$ cat config.mk
export PLATFORM = sky130hd
export DESIGN_NAME = fbled_top
export DESIGN_NICKNAME = d
export VERILOG_FILES = /design/src/verilog/fbled_pkg.sv /design/src/verilog/fbled_pattern_gen.sv /design/src/verilog/fbled_top.sv
export VERILOG_INCLUDE_DIRS = /design/src /design/src/verilog
export SDC_FILE = /design/constraint.sdc
export NUM_CORES = 1
export LEC_CHECK = 0
export ABC_AREA = 1
export ABC_CLOCK_PERIOD_IN_PS = 4250
export CORE_MARGIN = 2
export CORE_UTILIZATION = 40
export DETAILED_ROUTE_END_ITERATION = 12
export DONT_BUFFER_PORTS = 1
export PLACE_DENSITY_LB_ADDON = 0.08
export SLEW_MARGIN = 10
export SYNTH_ARGS = -nofsm -noshare
export SYNTH_HDL_FRONTEND = slang
export SYNTH_SLANG_ARGS = --single-unit
export TNS_END_PERCENT = 50
$ cat constraint.sdc
create_clock -name aclk -period 4.25 [get_ports aclk]
set_input_delay 0.2125 -clock aclk [delete_from_list [all_inputs] [get_ports aclk]]
set_output_delay 0.2125 -clock aclk [all_outputs]
set_load 0.005 [all_outputs]
$ cat src/verilog/fbled_regs.svh
// register offsets, field positions, reset values and timing counts of the lamp block
`ifndef FBLED_REGS_SVH
`define FBLED_REGS_SVH

// ***************************************************************
// register byte offsets
// ***************************************************************
`define FBLED_OFS_CTRL      8'h00
`define FBLED_OFS_ERR_STAT  8'h04
`define FBLED_OFS_IRQ_MASK  8'h08
`define FBLED_OFS_LAMP_STAT 8'h0c

// ***************************************************************
// field positions and widths
// ***************************************************************
`define FBLED_CTRL_STATE_LSB 0
`define FBLED_CTRL_STATE_W   3
`define FBLED_CTRL_APPFAIL   3
`define FBLED_ERR_W          5
`define FBLED_LAMP_RUN_G     0
`define FBLED_LAMP_RUN_R     1
`define FBLED_LAMP_ERR_R     2
`define FBLED_LAMP_PASSIVE   3
`define FBLED_LAMP_LINK_LSB  8

// ***************************************************************
// reset values
// ***************************************************************
`define FBLED_CTRL_RST 4'h0
`define FBLED_ERR_RST  5'h00
`define FBLED_MASK_RST 5'h00

// ***************************************************************
// bus responses
// ***************************************************************
`define FBLED_RESP_OKAY   2'b00
`define FBLED_RESP_SLVERR 2'b10

// ***************************************************************
// pattern timing: one tick, counted in ticks per frame
// ***************************************************************
`define FBLED_CLK_MHZ      100
`define FBLED_TICK_MS      50
`define FBLED_TICK_CYCLES  (`FBLED_TICK_MS * 1000 * `FBLED_CLK_MHZ)
`define FBLED_FRAME_TICKS  5'd24
`define FBLED_ON_TICKS     5'd4
`define FBLED_SECOND_ON    5'd8
`define FBLED_SECOND_OFF   5'd12

`endif

$ cat src/verilog/fbled_pkg.sv
// types shared by the fieldbus slave lamp block
package fbled_pkg;

   // slave protocol state, gray coded along init -> preop -> safeop -> op
   typedef enum logic [2:0] {
      FBLED_INIT   = 3'b000,
      FBLED_PREOP  = 3'b001,
      FBLED_SAFEOP = 3'b011,
      FBLED_OP     = 3'b010,
      FBLED_BOOT   = 3'b110
   } fbled_al_state_t;

   // periodic lamp patterns
   typedef struct packed {
      logic flicker;
      logic dflash;
      logic sflash;
      logic blink;
   } fbled_pat_t;

   // sticky error conditions, most severe in the top bit
   typedef struct packed {
      logic fatal;
      logic boot_err;
      logic wd_tmo;
      logic unsol;
      logic inv_cfg;
   } fbled_err_t;

endpackage

$ cat src/verilog/fbled_pattern_gen.sv
// pattern generator: blink, single flash, double flash and flicker from the system clock
`timescale 1ns/1ps
`default_nettype none
`include "fbled_regs.svh"

module fbled_pattern_gen
   import fbled_pkg::*;
#(
   parameter int unsigned TICK_CYCLES = `FBLED_TICK_CYCLES
) (
   // clock and reset
   input  wire logic   aclk,
   input  wire logic   aresetn,
   // patterns
   output fbled_pat_t  pat,
   output logic        tick
);

   logic [31:0] pre_ff;
   logic [4:0]  step_ff;
   fbled_pat_t  pat_ff;
   logic        tick_ff;
   logic        tick_now;

   assign tick_now = (pre_ff == 32'(TICK_CYCLES - 1));

   // ***************************************************************
   // prescaler and frame step
   // ***************************************************************
   always_ff @(posedge aclk) begin
      if (!aresetn) begin
         pre_ff  <= 32'h0;
         step_ff <= 5'h00;
         tick_ff <= 1'b0;
      end else begin
         tick_ff <= tick_now;
         if (tick_now) begin
            pre_ff <= 32'h0;
            if (step_ff == `FBLED_FRAME_TICKS - 5'd1) begin
               step_ff <= 5'h00;
            end else begin
               step_ff <= step_ff + 5'd1;
            end
         end else begin
            pre_ff <= pre_ff + 32'h1;
         end
      end
   end

   // ***************************************************************
   // pattern decode, registered
   // ***************************************************************
   always_ff @(posedge aclk) begin
      if (!aresetn) begin
         pat_ff <= '0;
      end else begin
         pat_ff.blink   <= ((step_ff / `FBLED_ON_TICKS) % 5'd2) == 5'd0;
         pat_ff.sflash  <= step_ff < `FBLED_ON_TICKS;
         pat_ff.dflash  <= (step_ff < `FBLED_ON_TICKS) ||
                           ((step_ff >= `FBLED_SECOND_ON) &&
                            (step_ff < `FBLED_SECOND_OFF));
         pat_ff.flicker <= step_ff[0];
      end
   end

   assign pat  = pat_ff;
   assign tick = tick_ff;

endmodule

`default_nettype wire

$ cat src/verilog/fbled_top.sv
// fieldbus slave status lamps with an axi4-lite register slave
// Functional notes
// - run lamp dark in init state, and with no power.
// - run lamp steady green in operational state.
// - run lamp blinks green in pre-operational state.
// - run lamp single-flashes green in safe-operational state.
// - run lamp flickers in boot state.
// - fatal or controller failure: both lamps red, bus interface passive.
// - error lamp dark with no error, and with no power.
// - invalid settings on master state request blink error lamp red.
// - autonomous local state change gives single red flash.
// - sync manager watchdog expiry gives double red flash.
// - booting error flickers the error lamp.
// - link lamp dark without link on its port, or with no power.
// - link lamp steady green with link and no traffic.
// - link lamp flickers green with link and traffic.
`timescale 1ns/1ps
`default_nettype none
`include "fbled_regs.svh"

module fbled_top
   import fbled_pkg::*;
#(
   parameter int unsigned NPORTS      = 2,
   parameter int unsigned ADDR_W      = 8,
   parameter int unsigned TICK_CYCLES = `FBLED_TICK_CYCLES
) (
   // clock and reset
   input  wire logic              aclk,
   input  wire logic              aresetn,
   // axi4-lite write address
   input  wire logic [ADDR_W-1:0] s_axi_awaddr,
   input  wire logic              s_axi_awvalid,
   output logic                   s_axi_awready,
   // axi4-lite write data
   input  wire logic [31:0]       s_axi_wdata,
   input  wire logic [3:0]        s_axi_wstrb,
   input  wire logic              s_axi_wvalid,
   output logic                   s_axi_wready,
   // axi4-lite write response
   output logic [1:0]             s_axi_bresp,
   output logic                   s_axi_bvalid,
   input  wire logic              s_axi_bready,
   // axi4-lite read address
   input  wire logic [ADDR_W-1:0] s_axi_araddr,
   input  wire logic              s_axi_arvalid,
   output logic                   s_axi_arready,
   // axi4-lite read data
   output logic [31:0]            s_axi_rdata,
   output logic [1:0]             s_axi_rresp,
   output logic                   s_axi_rvalid,
   input  wire logic              s_axi_rready,
   // error events from the protocol logic, one-cycle pulses
   input  wire logic              evt_inv_cfg,
   input  wire logic              evt_unsol,
   input  wire logic              evt_wd_tmo,
   input  wire logic              evt_boot_err,
   input  wire logic              evt_fatal,
   // phy status pins per port
   input  wire logic [NPORTS-1:0] link_pin,
   input  wire logic [NPORTS-1:0] act_pin,
   // lamps and bus state
   output logic                   run_green,
   output logic                   run_red,
   output logic                   err_red,
   output logic [NPORTS-1:0]      link_green,
   output logic                   bus_passive,
   output logic                   irq
);

   // ***************************************************************
   // declarations
   // ***************************************************************
   logic                 awready_ff;
   logic                 wready_ff;
   logic                 bvalid_ff;
   logic [1:0]           bresp_ff;
   logic                 arready_ff;
   logic                 rvalid_ff;
   logic [1:0]           rresp_ff;
   logic [31:0]          rdata_ff;
   logic [ADDR_W-1:0]    waddr_ff;
   logic [31:0]          wdata_ff;
   logic [3:0]           wstrb_ff;
   logic                 have_aw_ff;
   logic                 have_w_ff;
   logic                 wr_go;
   logic                 wr_lane0;
   logic [3:0]           ctrl_ff;
   fbled_err_t           stat_ff;
   fbled_err_t           nxt_stat;
   fbled_err_t           stat_clr;
   fbled_err_t           stat_set;
   logic [4:0]           mask_ff;
   logic                 irq_ff;
   logic [NPORTS-1:0]    link_s1_ff;
   logic [NPORTS-1:0]    link_s2_ff;
   logic [NPORTS-1:0]    act_s1_ff;
   logic [NPORTS-1:0]    act_s2_ff;
   logic [NPORTS-1:0]    act_seen_ff;
   logic [NPORTS-1:0]    act_disp_ff;
   fbled_pat_t           pat;
   logic                 tick;
   fbled_al_state_t      al_state;
   logic                 fatal_now;
   logic                 run_green_ff;
   logic                 run_red_ff;
   logic                 err_red_ff;
   logic [NPORTS-1:0]    link_green_ff;
   logic                 passive_ff;

   // ***************************************************************
   // helpers
   // ***************************************************************
   function automatic logic addr_mapped(input logic [ADDR_W-1:0] a);
      logic [7:0] o;
      o = 8'(a);
      addr_mapped = (o == `FBLED_OFS_CTRL) || (o == `FBLED_OFS_ERR_STAT) ||
                    (o == `FBLED_OFS_IRQ_MASK) || (o == `FBLED_OFS_LAMP_STAT);
   endfunction

   function automatic logic link_lamp(input logic link, input logic act, input logic flick);
      link_lamp = link & (~act | flick);
   endfunction

   // ***************************************************************
   // pattern source
   // ***************************************************************
   fbled_pattern_gen #(.TICK_CYCLES(TICK_CYCLES)) u_pat (
      .aclk    (aclk),
      .aresetn (aresetn),
      .pat     (pat),
      .tick    (tick)
   );

   // ***************************************************************
   // axi4-lite write channels
   // ***************************************************************
   assign wr_go    = have_aw_ff && have_w_ff && !bvalid_ff;
   assign wr_lane0 = wr_go && wstrb_ff[0];

   always_ff @(posedge aclk) begin
      if (!aresetn) begin
         awready_ff <= 1'b1;
         wready_ff  <= 1'b1;
         have_aw_ff <= 1'b0;
         have_w_ff  <= 1'b0;
         waddr_ff   <= '0;
         wdata_ff   <= 32'h0;
         wstrb_ff   <= 4'h0;
      end else begin
         if (s_axi_awvalid && awready_ff) begin
            have_aw_ff <= 1'b1;
            awready_ff <= 1'b0;
            waddr_ff   <= s_axi_awaddr;
         end else if (wr_go) begin
            have_aw_ff <= 1'b0;
         end
         if (s_axi_wvalid && wready_ff) begin
            have_w_ff <= 1'b1;
            wready_ff <= 1'b0;
            wdata_ff  <= s_axi_wdata;
            wstrb_ff  <= s_axi_wstrb;
         end else if (wr_go) begin
            have_w_ff <= 1'b0;
         end
         if (bvalid_ff && s_axi_bready) begin
            awready_ff <= 1'b1;
            wready_ff  <= 1'b1;
         end
      end
   end

   always_ff @(posedge aclk) begin
      if (!aresetn) begin
         bvalid_ff <= 1'b0;
         bresp_ff  <= `FBLED_RESP_OKAY;
      end else if (wr_go) begin
         bvalid_ff <= 1'b1;
         bresp_ff  <= addr_mapped(waddr_ff) ? `FBLED_RESP_OKAY : `FBLED_RESP_SLVERR;
      end else if (s_axi_bready) begin
         bvalid_ff <= 1'b0;
      end
   end

   // ***************************************************************
   // software registers
   // ***************************************************************
   always_ff @(posedge aclk) begin
      if (!aresetn) begin
         ctrl_ff <= `FBLED_CTRL_RST;
         mask_ff <= `FBLED_MASK_RST;
      end else if (wr_lane0) begin
         if (8'(waddr_ff) == `FBLED_OFS_CTRL) begin
            ctrl_ff <= wdata_ff[3:0];
         end else if (8'(waddr_ff) == `FBLED_OFS_IRQ_MASK) begin
            mask_ff <= wdata_ff[4:0];
         end
      end
   end

   // write-one-to-clear, a new event in the same cycle wins
   always_comb begin
      stat_clr = '0;
      if (wr_lane0 && (8'(waddr_ff) == `FBLED_OFS_ERR_STAT)) begin
         stat_clr = fbled_err_t'(wdata_ff[4:0]);
      end
      stat_set = fbled_err_t'({evt_fatal, evt_boot_err, evt_wd_tmo, evt_unsol, evt_inv_cfg});
      nxt_stat = (stat_ff & ~stat_clr) | stat_set;
   end

   always_ff @(posedge aclk) begin
      if (!aresetn) begin
         stat_ff <= `FBLED_ERR_RST;
         irq_ff  <= 1'b0;
      end else begin
         stat_ff <= nxt_stat;
         irq_ff  <= |(5'(stat_ff) & mask_ff);
      end
   end

   // ***************************************************************
   // axi4-lite read channels
   // ***************************************************************
   always_ff @(posedge aclk) begin
      if (!aresetn) begin
         arready_ff <= 1'b1;
         rvalid_ff  <= 1'b0;
         rresp_ff   <= `FBLED_RESP_OKAY;
         rdata_ff   <= 32'h0;
      end else if (s_axi_arvalid && arready_ff) begin
         arready_ff <= 1'b0;
         rvalid_ff  <= 1'b1;
         rresp_ff   <= addr_mapped(s_axi_araddr) ? `FBLED_RESP_OKAY : `FBLED_RESP_SLVERR;
         rdata_ff   <= 32'h0;
         if (8'(s_axi_araddr) == `FBLED_OFS_CTRL) begin
            rdata_ff[3:0] <= ctrl_ff;
         end else if (8'(s_axi_araddr) == `FBLED_OFS_ERR_STAT) begin
            rdata_ff[4:0] <= 5'(stat_ff);
         end else if (8'(s_axi_araddr) == `FBLED_OFS_IRQ_MASK) begin
            rdata_ff[4:0] <= mask_ff;
         end else if (8'(s_axi_araddr) == `FBLED_OFS_LAMP_STAT) begin
            rdata_ff[`FBLED_LAMP_RUN_G]   <= run_green_ff;
            rdata_ff[`FBLED_LAMP_RUN_R]   <= run_red_ff;
            rdata_ff[`FBLED_LAMP_ERR_R]   <= err_red_ff;
            rdata_ff[`FBLED_LAMP_PASSIVE] <= passive_ff;
            rdata_ff[`FBLED_LAMP_LINK_LSB +: NPORTS] <= link_green_ff;
         end
      end else if (rvalid_ff && s_axi_rready) begin
         rvalid_ff  <= 1'b0;
         arready_ff <= 1'b1;
      end
   end

   // ***************************************************************
   // phy pin synchronisers and activity capture
   // ***************************************************************
   // short traffic bursts are held for a whole pattern tick
   always_ff @(posedge aclk) begin
      if (!aresetn) begin
         link_s1_ff  <= '0;
         link_s2_ff  <= '0;
         act_s1_ff   <= '0;
         act_s2_ff   <= '0;
         act_seen_ff <= '0;
         act_disp_ff <= '0;
      end else begin
         link_s1_ff  <= link_pin;
         link_s2_ff  <= link_s1_ff;
         act_s1_ff   <= act_pin;
         act_s2_ff   <= act_s1_ff;
         act_seen_ff <= act_s2_ff | (act_seen_ff & {NPORTS{~tick}});
         if (tick) begin
            act_disp_ff <= act_seen_ff | act_s2_ff;
         end
      end
   end

   // ***************************************************************
   // run lamp and bus passive
   // ***************************************************************
   assign al_state  = fbled_al_state_t'(ctrl_ff[`FBLED_CTRL_STATE_LSB +: `FBLED_CTRL_STATE_W]);
   assign fatal_now = stat_ff.fatal | ctrl_ff[`FBLED_CTRL_APPFAIL];

   always_ff @(posedge aclk) begin
      if (!aresetn) begin
         run_green_ff <= 1'b0;
         run_red_ff   <= 1'b0;
         passive_ff   <= 1'b0;
      end else if (fatal_now) begin
         run_green_ff <= 1'b0;
         run_red_ff   <= 1'b1;
         passive_ff   <= 1'b1;
      end else begin
         run_red_ff <= 1'b0;
         passive_ff <= 1'b0;
         case (al_state)
            FBLED_INIT:   run_green_ff <= 1'b0;
            FBLED_OP:     run_green_ff <= 1'b1;
            FBLED_PREOP:  run_green_ff <= pat.blink;
            FBLED_SAFEOP: run_green_ff <= pat.sflash;
            FBLED_BOOT:   run_green_ff <= pat.flicker;
            default:      run_green_ff <= 1'b0;
         endcase
      end
   end

   // ***************************************************************
   // error lamp, most severe pending condition first
   // ***************************************************************
   always_ff @(posedge aclk) begin
      if (!aresetn) begin
         err_red_ff <= 1'b0;
      end else if (fatal_now) begin
         err_red_ff <= 1'b1;
      end else if (stat_ff.boot_err) begin
         err_red_ff <= pat.flicker;
      end else if (stat_ff.wd_tmo) begin
         err_red_ff <= pat.dflash;
      end else if (stat_ff.unsol) begin
         err_red_ff <= pat.sflash;
      end else if (stat_ff.inv_cfg) begin
         err_red_ff <= pat.blink;
      end else begin
         err_red_ff <= 1'b0;
      end
   end

   // ***************************************************************
   // link and activity lamps
   // ***************************************************************
   always_ff @(posedge aclk) begin
      if (!aresetn) begin
         link_green_ff <= '0;
      end else begin
         for (int i = 0; i < NPORTS; i++) begin
            link_green_ff[i] <= link_lamp(link_s2_ff[i], act_disp_ff[i],
                                          pat.flicker);
         end
      end
   end

   // ***************************************************************
   // outputs
   // ***************************************************************
   assign s_axi_awready = awready_ff;
   assign s_axi_wready  = wready_ff;
   assign s_axi_bvalid  = bvalid_ff;
   assign s_axi_bresp   = bresp_ff;
   assign s_axi_arready = arready_ff;
   assign s_axi_rvalid  = rvalid_ff;
   assign s_axi_rresp   = rresp_ff;
   assign s_axi_rdata   = rdata_ff;
   assign run_green     = run_green_ff;
   assign run_red       = run_red_ff;
   assign err_red       = err_red_ff;
   assign link_green    = link_green_ff;
   assign bus_passive   = passive_ff;
   assign irq           = irq_ff;

endmodule

`default_nettype wire

==> qor.yml, run 1 <==
outcome:
  outcome: "complete, no violations"
final_layout:
  drive_gt1_frac: 0.0351
  nNetsFinal: 806
  area_growth_pct: 8.48
  fin_area_um2: 5380
  antennaDiodeCount: 0
logic_synthesis:
  synth_seq_area_share: 0.420
  synth-seq-cells: 104
  synth.top_cell.area_share: 0.420
  synth_commonest_cells: "nand2_1, nor2_1, dfxtp_1"
  netlist_area_um2: 4950
  synthArstFlopShare: 0
  synth_top_cell_by_area: "dfxtp_1"
  synthTopCellsByArea: "dfxtp_1, nand2_1, nor2_1"
  syn_inst: 730
  synth-edff-count: 0
  post-synth-top-count-cell: "nand2_1"
  yosys_warnings: 0
  ys.flop_type: "dfxtp_1"
  synth.distinct_cells: 30
  synth_area_per_cell_um2: 6.79
clock_tree:
  clk_pin_slew_ps: 70
  cts_buffers: 9
  cts_resized: 0
  insertion_delay_ps: 350
  htree_levels: 3
  cts_sinks: 104
  cts_root_buf: "clkbuf_16"
  ctsLongestPathBuffers: 2
  cts_tree: "yes"
routing:
  drtPass1Iterations: 5
  drtAntennaViolNets: 0
  via_per_inst: 4.73
  dr.first_iter.drc_count: 285
  wl_um: 11500
  vias: 4293
  drc_errors: 0
  wl_per_cell_um: 12.6
floorplanning:
  die_height_um: 115
  ios: 116
  rows: 40
  initial_utilization: 0.411
  die_area_um2: 13300
  die_x_um: 115
  core_um2: 12100
critical_path:
  end_kind: "flip-flop"
  arrival_ps: 2170
  r2r_cells: 8
  crit_path_start_kind: "flip-flop"
  critPathMaxFanout: 32
  reg2reg_slack_ps: 2300
  crit_type: "flip-flop to flip-flop"
  r2r-start: "u_pat.pre_ff[0]$_SDFF_PP0_"
  reg2reg_to: "u_pat.pre_ff[14]$_SDFF_PP0_"
  cp.required_ps: 4470
sta:
  hold_slack_ps: 14.0
  finalSetupViolCount: 0
  clock_skew_ps: 5.78
  min_period_over_period: 0.458
  finalHoldViolations: 0
  relSlewSlack: 0.326
  rsz0062_at_grt: "false"
  maxSlewViolCount: 0
  tns_ps: 0
  tightest_slew_ps: 1010
  fin_crit_ps: 1950
  fmax_ghz: 0.514
min_path:
  min_to: "waddr_ff[4]$_SDFFE_PN0P_"
  min_path_cells: 2
  hold_start: "aresetn"
  hp-class: "input port to flip-flop"
place:
  placed_cell_area_um2: 4980
  gp_congestion: 0.871
  dpl.hpwl_um: 8350
  place.port_buffers: 0
grt:
  grt_max_degree: 36
  grt_overflow: 0
  grt_first_pass_wirelength_um: 19000
  grt_usage: 0.183
  grt_pass1_vias: 4041
  antenna_found_initial: 0
power_and_ir_drop:
  peakVddDrop_v: 0.000179
  p_leak_nw: 2.09
  p_per_area_nw_per_um2: 364
  finalPower_mw: 1.96
run:
  timing.max_cap.violations: 0
==> timing repair <==
action | in CTS | in global routing
hold endpoints to repair | 32 | 0
buffers inserted | 0 | 0
hold buffers | 11 | 0
==> power breakdown <==
| part | total [mW] | switching (mW) | internal [mW] |
|---|---|---|---|
| combinational | 0.108 | 0.0708 | 0.0371 |
| sequential | 1.04 | 0.0269 | 1.01 |
| clock | 0.812 | 0.359 | 0.453 |
| total | 1.96 | 0.457 | 1.50 |
==> layout by cell type (no fill, tap or decap) <==
| cell type | synthesis | layout |
|---|---|---|
| a21boi_0 | 2 | 2 |
| a21oi_1 | 64 | 64 |
| a31oi_1 | 3 | 3 |
| buf_4 | 28 | 1 |
| bufinv_16 | 0 | 1 |
| clkbuf_1 | 9 | 1 |
| clkbuf_16 | 0 | 9 |
| clkinv_1 | 1 | 1 |
| clkinv_2 | 0 | 1 |
| clkinv_4 | 0 | 1 |
| clkinvlp_4 | 0 | 2 |
| conb_1 | 1 | 27 |
| dfxtp_1 | 104 | 104 |
| dlygate4sd3_1 | 0 | 11 |
| ha_1 | 2 | 2 |
| inv_1 | 78 | 78 |
| mux2i_1 | 1 | 1 |
| nand2_1 | 172 | 172 |
| nand2_2 | 1 | 1 |
| nand2_4 | 2 | 2 |
| nand3_1 | 53 | 53 |
| nand3_2 | 1 | 1 |
| nand3b_1 | 3 | 3 |
| nand4_1 | 7 | 7 |
| nor2_1 | 133 | 133 |
| nor2_4 | 3 | 3 |
| nor3_1 | 4 | 4 |
| nor4_1 | 3 | 3 |
| o211ai_1 | 1 | 1 |
| o21ai_0 | 29 | 29 |
| o21bai_1 | 5 | 5 |
| or2_2 | 4 | 4 |
| xnor2_1 | 2 | 2 |
| xor2_1 | 8 | 8 |
==> state kept, by name (all words and copies together), names as in the netlist, 4 cells and up <==
register,count
u_pat.pre_ff,32
stat_ff,5
s_axi_rdata,7
mask_ff,5
wdata_ff,5
ctrl_ff,4
waddr_ff,8
u_pat.pat,4
u_pat.step_ff,5
==> worst max path at each step <==
stage | from | end | slack [ps] | cells after the start
2_1_floorplan | u_pat.pre_ff[0]$_SDFF_PP0_ | u_pat.pre_ff[12]$_SDFF_PP0_ | 2680 | 9
3_3_place_gp | u_pat.pre_ff[0]$_SDFF_PP0_ | u_pat.pre_ff[19]$_SDFF_PP0_ | 2280 | 8
3_5_place_dp | u_pat.pre_ff[0]$_SDFF_PP0_ | u_pat.pre_ff[15]$_SDFF_PP0_ | 2260 | 8
4_1_cts | u_pat.pre_ff[0]$_SDFF_PP0_ | u_pat.pre_ff[10]$_SDFF_PP0_ | 2250 | 8
5_1_grt | s_axi_bvalid$_SDFFE_PN0P_ | mask_ff[2]$_SDFFE_PN0P_ | 2020 | 8
6_report | u_pat.pre_ff[0]$_SDFF_PP0_ | u_pat.pre_ff[14]$_SDFF_PP0_ | 2300 | 8
==> critical path: stages (launching register included) <==
cell and delay, ps:
dfxtp_1 410, ha_1 270, nand2_2 100, nor2_4 180, nand3_2 120, nor2_4 220
nand2_4 110, nand2_4 290, nor2_1 80
==> per-layer routing <==
metal / global-route usage / vias up / wire (um)
li1: - / 2266 / -
met1: 0.221 / 1920 / 5160
met2: 0.316 / 91 / 5550
met3: 0.0511 / 16 / 551
met4: 0.0594 / 0 / 213
met5: 0 / - / 0
==> logic make-up after synthesis <==
logic type / Yosys count / share of synthesized area
and+or+nand+nor: 386 / 0.326
buffers and inverters: 122 / 0.119
AOI/OAI and AO/OA: 104 / 0.110
DFF: 104 / 0.420
xor gates and xnor gates: 10 / 0.0177
adders and majority gates: 2 / 0.00505
other: 1 / 0.000757
muxes: 1 / 0.00202
==> layout make-up <==
class | instances | area (um2)
Multi-Input combinational cell | 530 | 2380
Clock buffer | 10 | 229
Timing Repair Buffer | 12 | 118
Inverter | 79 | 297
Sequential cell | 104 | 2080
Fill cell | 1248 | 6690
Clock inverter | 5 | 58.8
Tap cell | 168 | 210
==> per-stage QoR <==
step / utilization / std cells / setup WS [ps]
global placement: 0.413 / 882 / 2280
detailed placement: 0.413 / 882 / 2260
floorplan: - / 756 / 2680
CTS: 0.446 / 908 / 2250
finish: 0.446 / 908 / 2300
global route: 0.446 / 908 / 2020
Note: power is estimated with default switching activity, not from simulation.
==> inputs of run 2 (changes only) <==
--- a/config.mk
+++ b/config.mk
@@ -6,8 +6,8 @@
 export SDC_FILE = /design/constraint.sdc
 export NUM_CORES = 1
 export LEC_CHECK = 0
-export ABC_AREA = 1
-export ABC_CLOCK_PERIOD_IN_PS = 4250
+export ABC_AREA = 0
+export ABC_CLOCK_PERIOD_IN_PS = 1710
 export CORE_MARGIN = 2
 export CORE_UTILIZATION = 40
 export DETAILED_ROUTE_END_ITERATION = 12
==> constraint.sdc (replaced) <==
create_clock -name aclk -period 1.71 [get_ports aclk]
set_input_delay 0.0855 -clock aclk [delete_from_list [all_inputs] [get_ports aclk]]
set_output_delay 0.0855 -clock aclk [all_outputs]
set_load 0.005 [all_outputs]
==> qor.yml, run 2 <==
floorplanning:
  die_height_um: 111  # was 115 um
  die_area_um2: 12300  # was 13300 um2
  rows: 39  # was 40
  initial_utilization: 0.405  # was 0.411
  core_um2: 11300  # was 12100 um2
  ios: 116  # unchanged
  die_x_um: 111  # was 115 um
critical_path:
  crit_path_start_kind: "flip-flop"  # unchanged
  arrival_ps: 2070  # was 2170 ps
  r2r-start: "u_pat.pre_ff[13]$_SDFF_PP0_"  # was u_pat.pre_ff[0]$_SDFF_PP0_
  cp.required_ps: 1940  # was 4470 ps
  crit_top_cell: "buf_4"
  critPathMaxStageDelay_ps: 530  # was 410 ps
  reg2reg_slack_ps: -120  # was 2300 ps
  end_kind: "flip-flop"  # unchanged
  startpoint: "u_pat.pre_ff[13]$_SDFF_PP0_"  # was u_pat.pre_ff[0]$_SDFF_PP0_
  r2r_cells: 6  # was 8
  crit_path_top_delay_cell: "or4_4"  # was dfxtp_1
  critPathMaxFanout: 7  # was 32
  critPathCapture: "u_pat.pre_ff[26]$_SDFF_PP0_"  # was u_pat.pre_ff[14]$_SDFF_PP0_
  reg2reg_to: "u_pat.pre_ff[26]$_SDFF_PP0_"  # was u_pat.pre_ff[14]$_SDFF_PP0_
  crit_type: "flip-flop to flip-flop"  # unchanged
  worstPathCellList: "nand4_1 -> buf_4 -> or4_4 -> buf_4 -> o31ai_1 -> a21oi_2"  # was ha_1 -> nand2_2 -> nor2_4 -> nand3_2 -> nor2_4 -> nand2_4 -> nand2_4 -> nor2_1
logic_synthesis:
  synth-seq-cells: 104  # unchanged
  synth.distinct_cells: 53  # was 30
  synth_area_per_cell_um2: 8.59  # was 6.79 um2
  ys.flop_type: "dfxtp_1"  # unchanged
  synth_commonest_cells: "dfxtp_1, nand2_1, a21oi_1"  # was nand2_1, nor2_1, dfxtp_1
  netlist_area_um2: 4590  # was 4950 um2
  synth_seq_area_share: 0.454  # was 0.420
  synth-edff-count: 0  # unchanged
  synthArstFlopShare: 0  # unchanged
  post-synth-top-count-cell: "dfxtp_1"  # was nand2_1
  synth_top_cell_by_area: "dfxtp_1"  # unchanged
  syn_inst: 534  # was 730
  yosys_warnings: 0  # unchanged
  synth.top_cell.area_share: 0.454  # was 0.420
  synthTopCellsByArea: "dfxtp_1, a21oi_1, nand2_1"  # was dfxtp_1, nand2_1, nor2_1
routing:
  dr.first_iter.drc_count: 226  # was 285
  vias: 4042  # was 4293
  via_per_inst: 5.31  # was 4.73
  drtPass1Iterations: 4  # was 5
  drc_errors: 0  # unchanged
  drtAntennaViolNets: 0  # unchanged
  wl_um: 11200  # was 11500 um
  wl_per_cell_um: 14.7  # was 12.6 um
sta:
  maxSlewViolCount: 0  # unchanged
  fmax_ghz: 0.545  # was 0.514 GHz
  min_period_over_period: 1.07  # was 0.458
  rsz0062_at_grt: "true"  # was false
  clock_skew_ps: 6.31  # was 5.78 ps
  fin_ws_ps: -124  # was 2300 ps
  finalHoldViolations: 0  # unchanged
  finalSetupViolCount: 13  # was 0
  fin_crit_ps: 1830  # was 1950 ps
  hold_slack_ps: 27.7  # was 14.0 ps
power_and_ir_drop:
  peakVddDrop_v: 0.000877  # was 0.000179 V
  p_per_area_nw_per_um2: 815  # was 364 nW/um2
  p_leak_nw: 2.24  # was 2.09 nW
clock_tree:
  cts_tree: "yes"  # unchanged
  cts_sinks: 104  # unchanged
  cts_root_buf: "clkbuf_16"  # unchanged
  insertion_delay_ps: 350  # about the same
  htree_levels: 3  # unchanged
  ctsLongestPathBuffers: 2  # unchanged
  cts_buffers: 9  # unchanged
  clk_pin_slew_ps: 70  # about the same
place:
  dp.cells: 700  # was 882
  dpl.hpwl_um: 7340  # was 8350 um
  gp_congestion: 0.840  # was 0.871
  place.port_buffers: 0  # unchanged
final_layout:
  largest_reg_flops: 32  # unchanged
  drive_gt1_frac: 0.212  # was 0.0351
  top_register: "u_pat.pre_ff"  # unchanged
  final-instance-count-excl-fill: 761  # was 908
  nNetsFinal: 683  # was 806
  antennaDiodeCount: 0  # unchanged
  area_growth_pct: 29.7  # was 8.48%
  final_common_cell: "dfxtp_1"  # was nand2_1
  final_cell_mix: "dfxtp_1, nand2_1, buf_4, a21oi_1, dlygate4sd3_1"  # was nand2_1, nor2_1, dfxtp_1, inv_1, a21oi_1
min_path:
  hp-class: "input port to flip-flop"  # unchanged
grt:
  grt_pass1_vias: 3739  # was 4041
  grt_overflow: 0  # unchanged
  grt_max_degree: 44  # was 36
  antenna_found_initial: 0  # unchanged
  grt_usage: 0.183  # about the same
  grt_first_pass_wirelength_um: 18400  # was 19000 um
run:
  timing.max_cap.violations: 0  # unchanged
outcome:
  violations: "setup timing"
  outcome: "complete, but fails checks"  # was complete, no violations
==> run 2: cell types whose count changed in the layout (fill, tap and decap cells not counted), sizes merged, moves of 11 or more <==
| cell | delta |
|---|---|
| nand2 | -114 |
| nor2 | -108 |
| buf | +62 |
| inv | -59 |
| dlygate4sd3 | +23 |
| nand3 | -22 |
| or4 | +17 |
| o31ai | +16 |
| a21oi | -14 |
| o21ai | -12 |
| and2 | +11 |
==> run 2: worst min-delay path by stage <==
stage | start | to | slack, ps | cells past startpoint
finish | aresetn | u_pat.step_ff[3]$_SDFFE_PN0P_ | 30 | 3
global route | aresetn | u_pat.pre_ff[23]$_SDFF_PP0_ | 40 | 3
CTS | aresetn | u_pat.step_ff[3]$_SDFFE_PN0P_ | 20 | 3
detailed placement | aresetn | s_axi_arready$_SDFFE_PN1P_ | 170 | 1
global placement | aresetn | s_axi_arready$_SDFFE_PN1P_ | 170 | 1
floorplan | act_pin[0] | act_s1_ff[0]$_SDFF_PN0_ | 210 | 1
==> run 2: per-layer routing <==
metal / vias to the layer above / GRT usage / wire [um]
li1: 2041 / - / -
met1: 1891 / 0.231 / 5200
met2: 98 / 0.301 / 5260
met3: 12 / 0.0574 / 556
met4: 0 / 0.0551 / 167
met5: - / 0 / 0
==> run 2: kinds of logic after synthesis <==
family          share of synthesized area
other cells                      0.000818
mux                                0.0363
fa+ha+maj                         0.00546
xor+xnor                           0.0172
flops                               0.454
compound gates                      0.148
simple gates                        0.250
buf+inv                            0.0876
==> run 2: area by class of cell <==
cell class / count / area [um2]
clock inverter: 2 / 13.8
inverter: 19 / 71.3
timing repair buffer: 97 / 885
fill: 1069 / 5370
multi-input combinational: 382 / 2430
clock buffer: 14 / 264
sequential: 104 / 2100
tap: 143 / 179
==> run 2: metrics by stage <==
step | setup TNS, ps | worst slack [ps] | cell area (um2) | util | power [mW]
floorplan | -2.38 | -2.38 | 4720 | - | 2.84
global placement | -941 | -102 | 4990 | 0.440 | 2.85
detailed placement | -1100 | -110 | 4990 | 0.440 | 2.85
CTS | -801 | -122 | 5760 | 0.508 | 4.91
global route | -2340 | -202 | 5950 | 0.525 | 5.06
finish | -944 | -124 | 5950 | 0.525 | 4.85
==> run 2: critical path: cells and delay by family (launching register included) <==
family,cells,cell delay [ps]
DFF,1,340
buffers and inverters,2,350
and+or+nand+nor,2,680
AOI/OAI and AO/OA,2,360
==> run 2: report_power, final <==
| group | internal, mW | switching, mW |
|---|---|---|
| combinational | 0.163 | 0.175 |
| clock | 1.07 | 0.881 |
| sequential | 2.50 | 0.0654 |
==> run 2: what timing repair did <==
action / in CTS / in global routing
resized for setup: 21 / 38
endpoints found under the hold margin: 60 / 0
pin swaps: 10 / 16
endpoints found under the setup margin: 28 / 37
hold buffers: 35 / 0
setup buffers: 5 / 3
gates cloned: 1 / 1
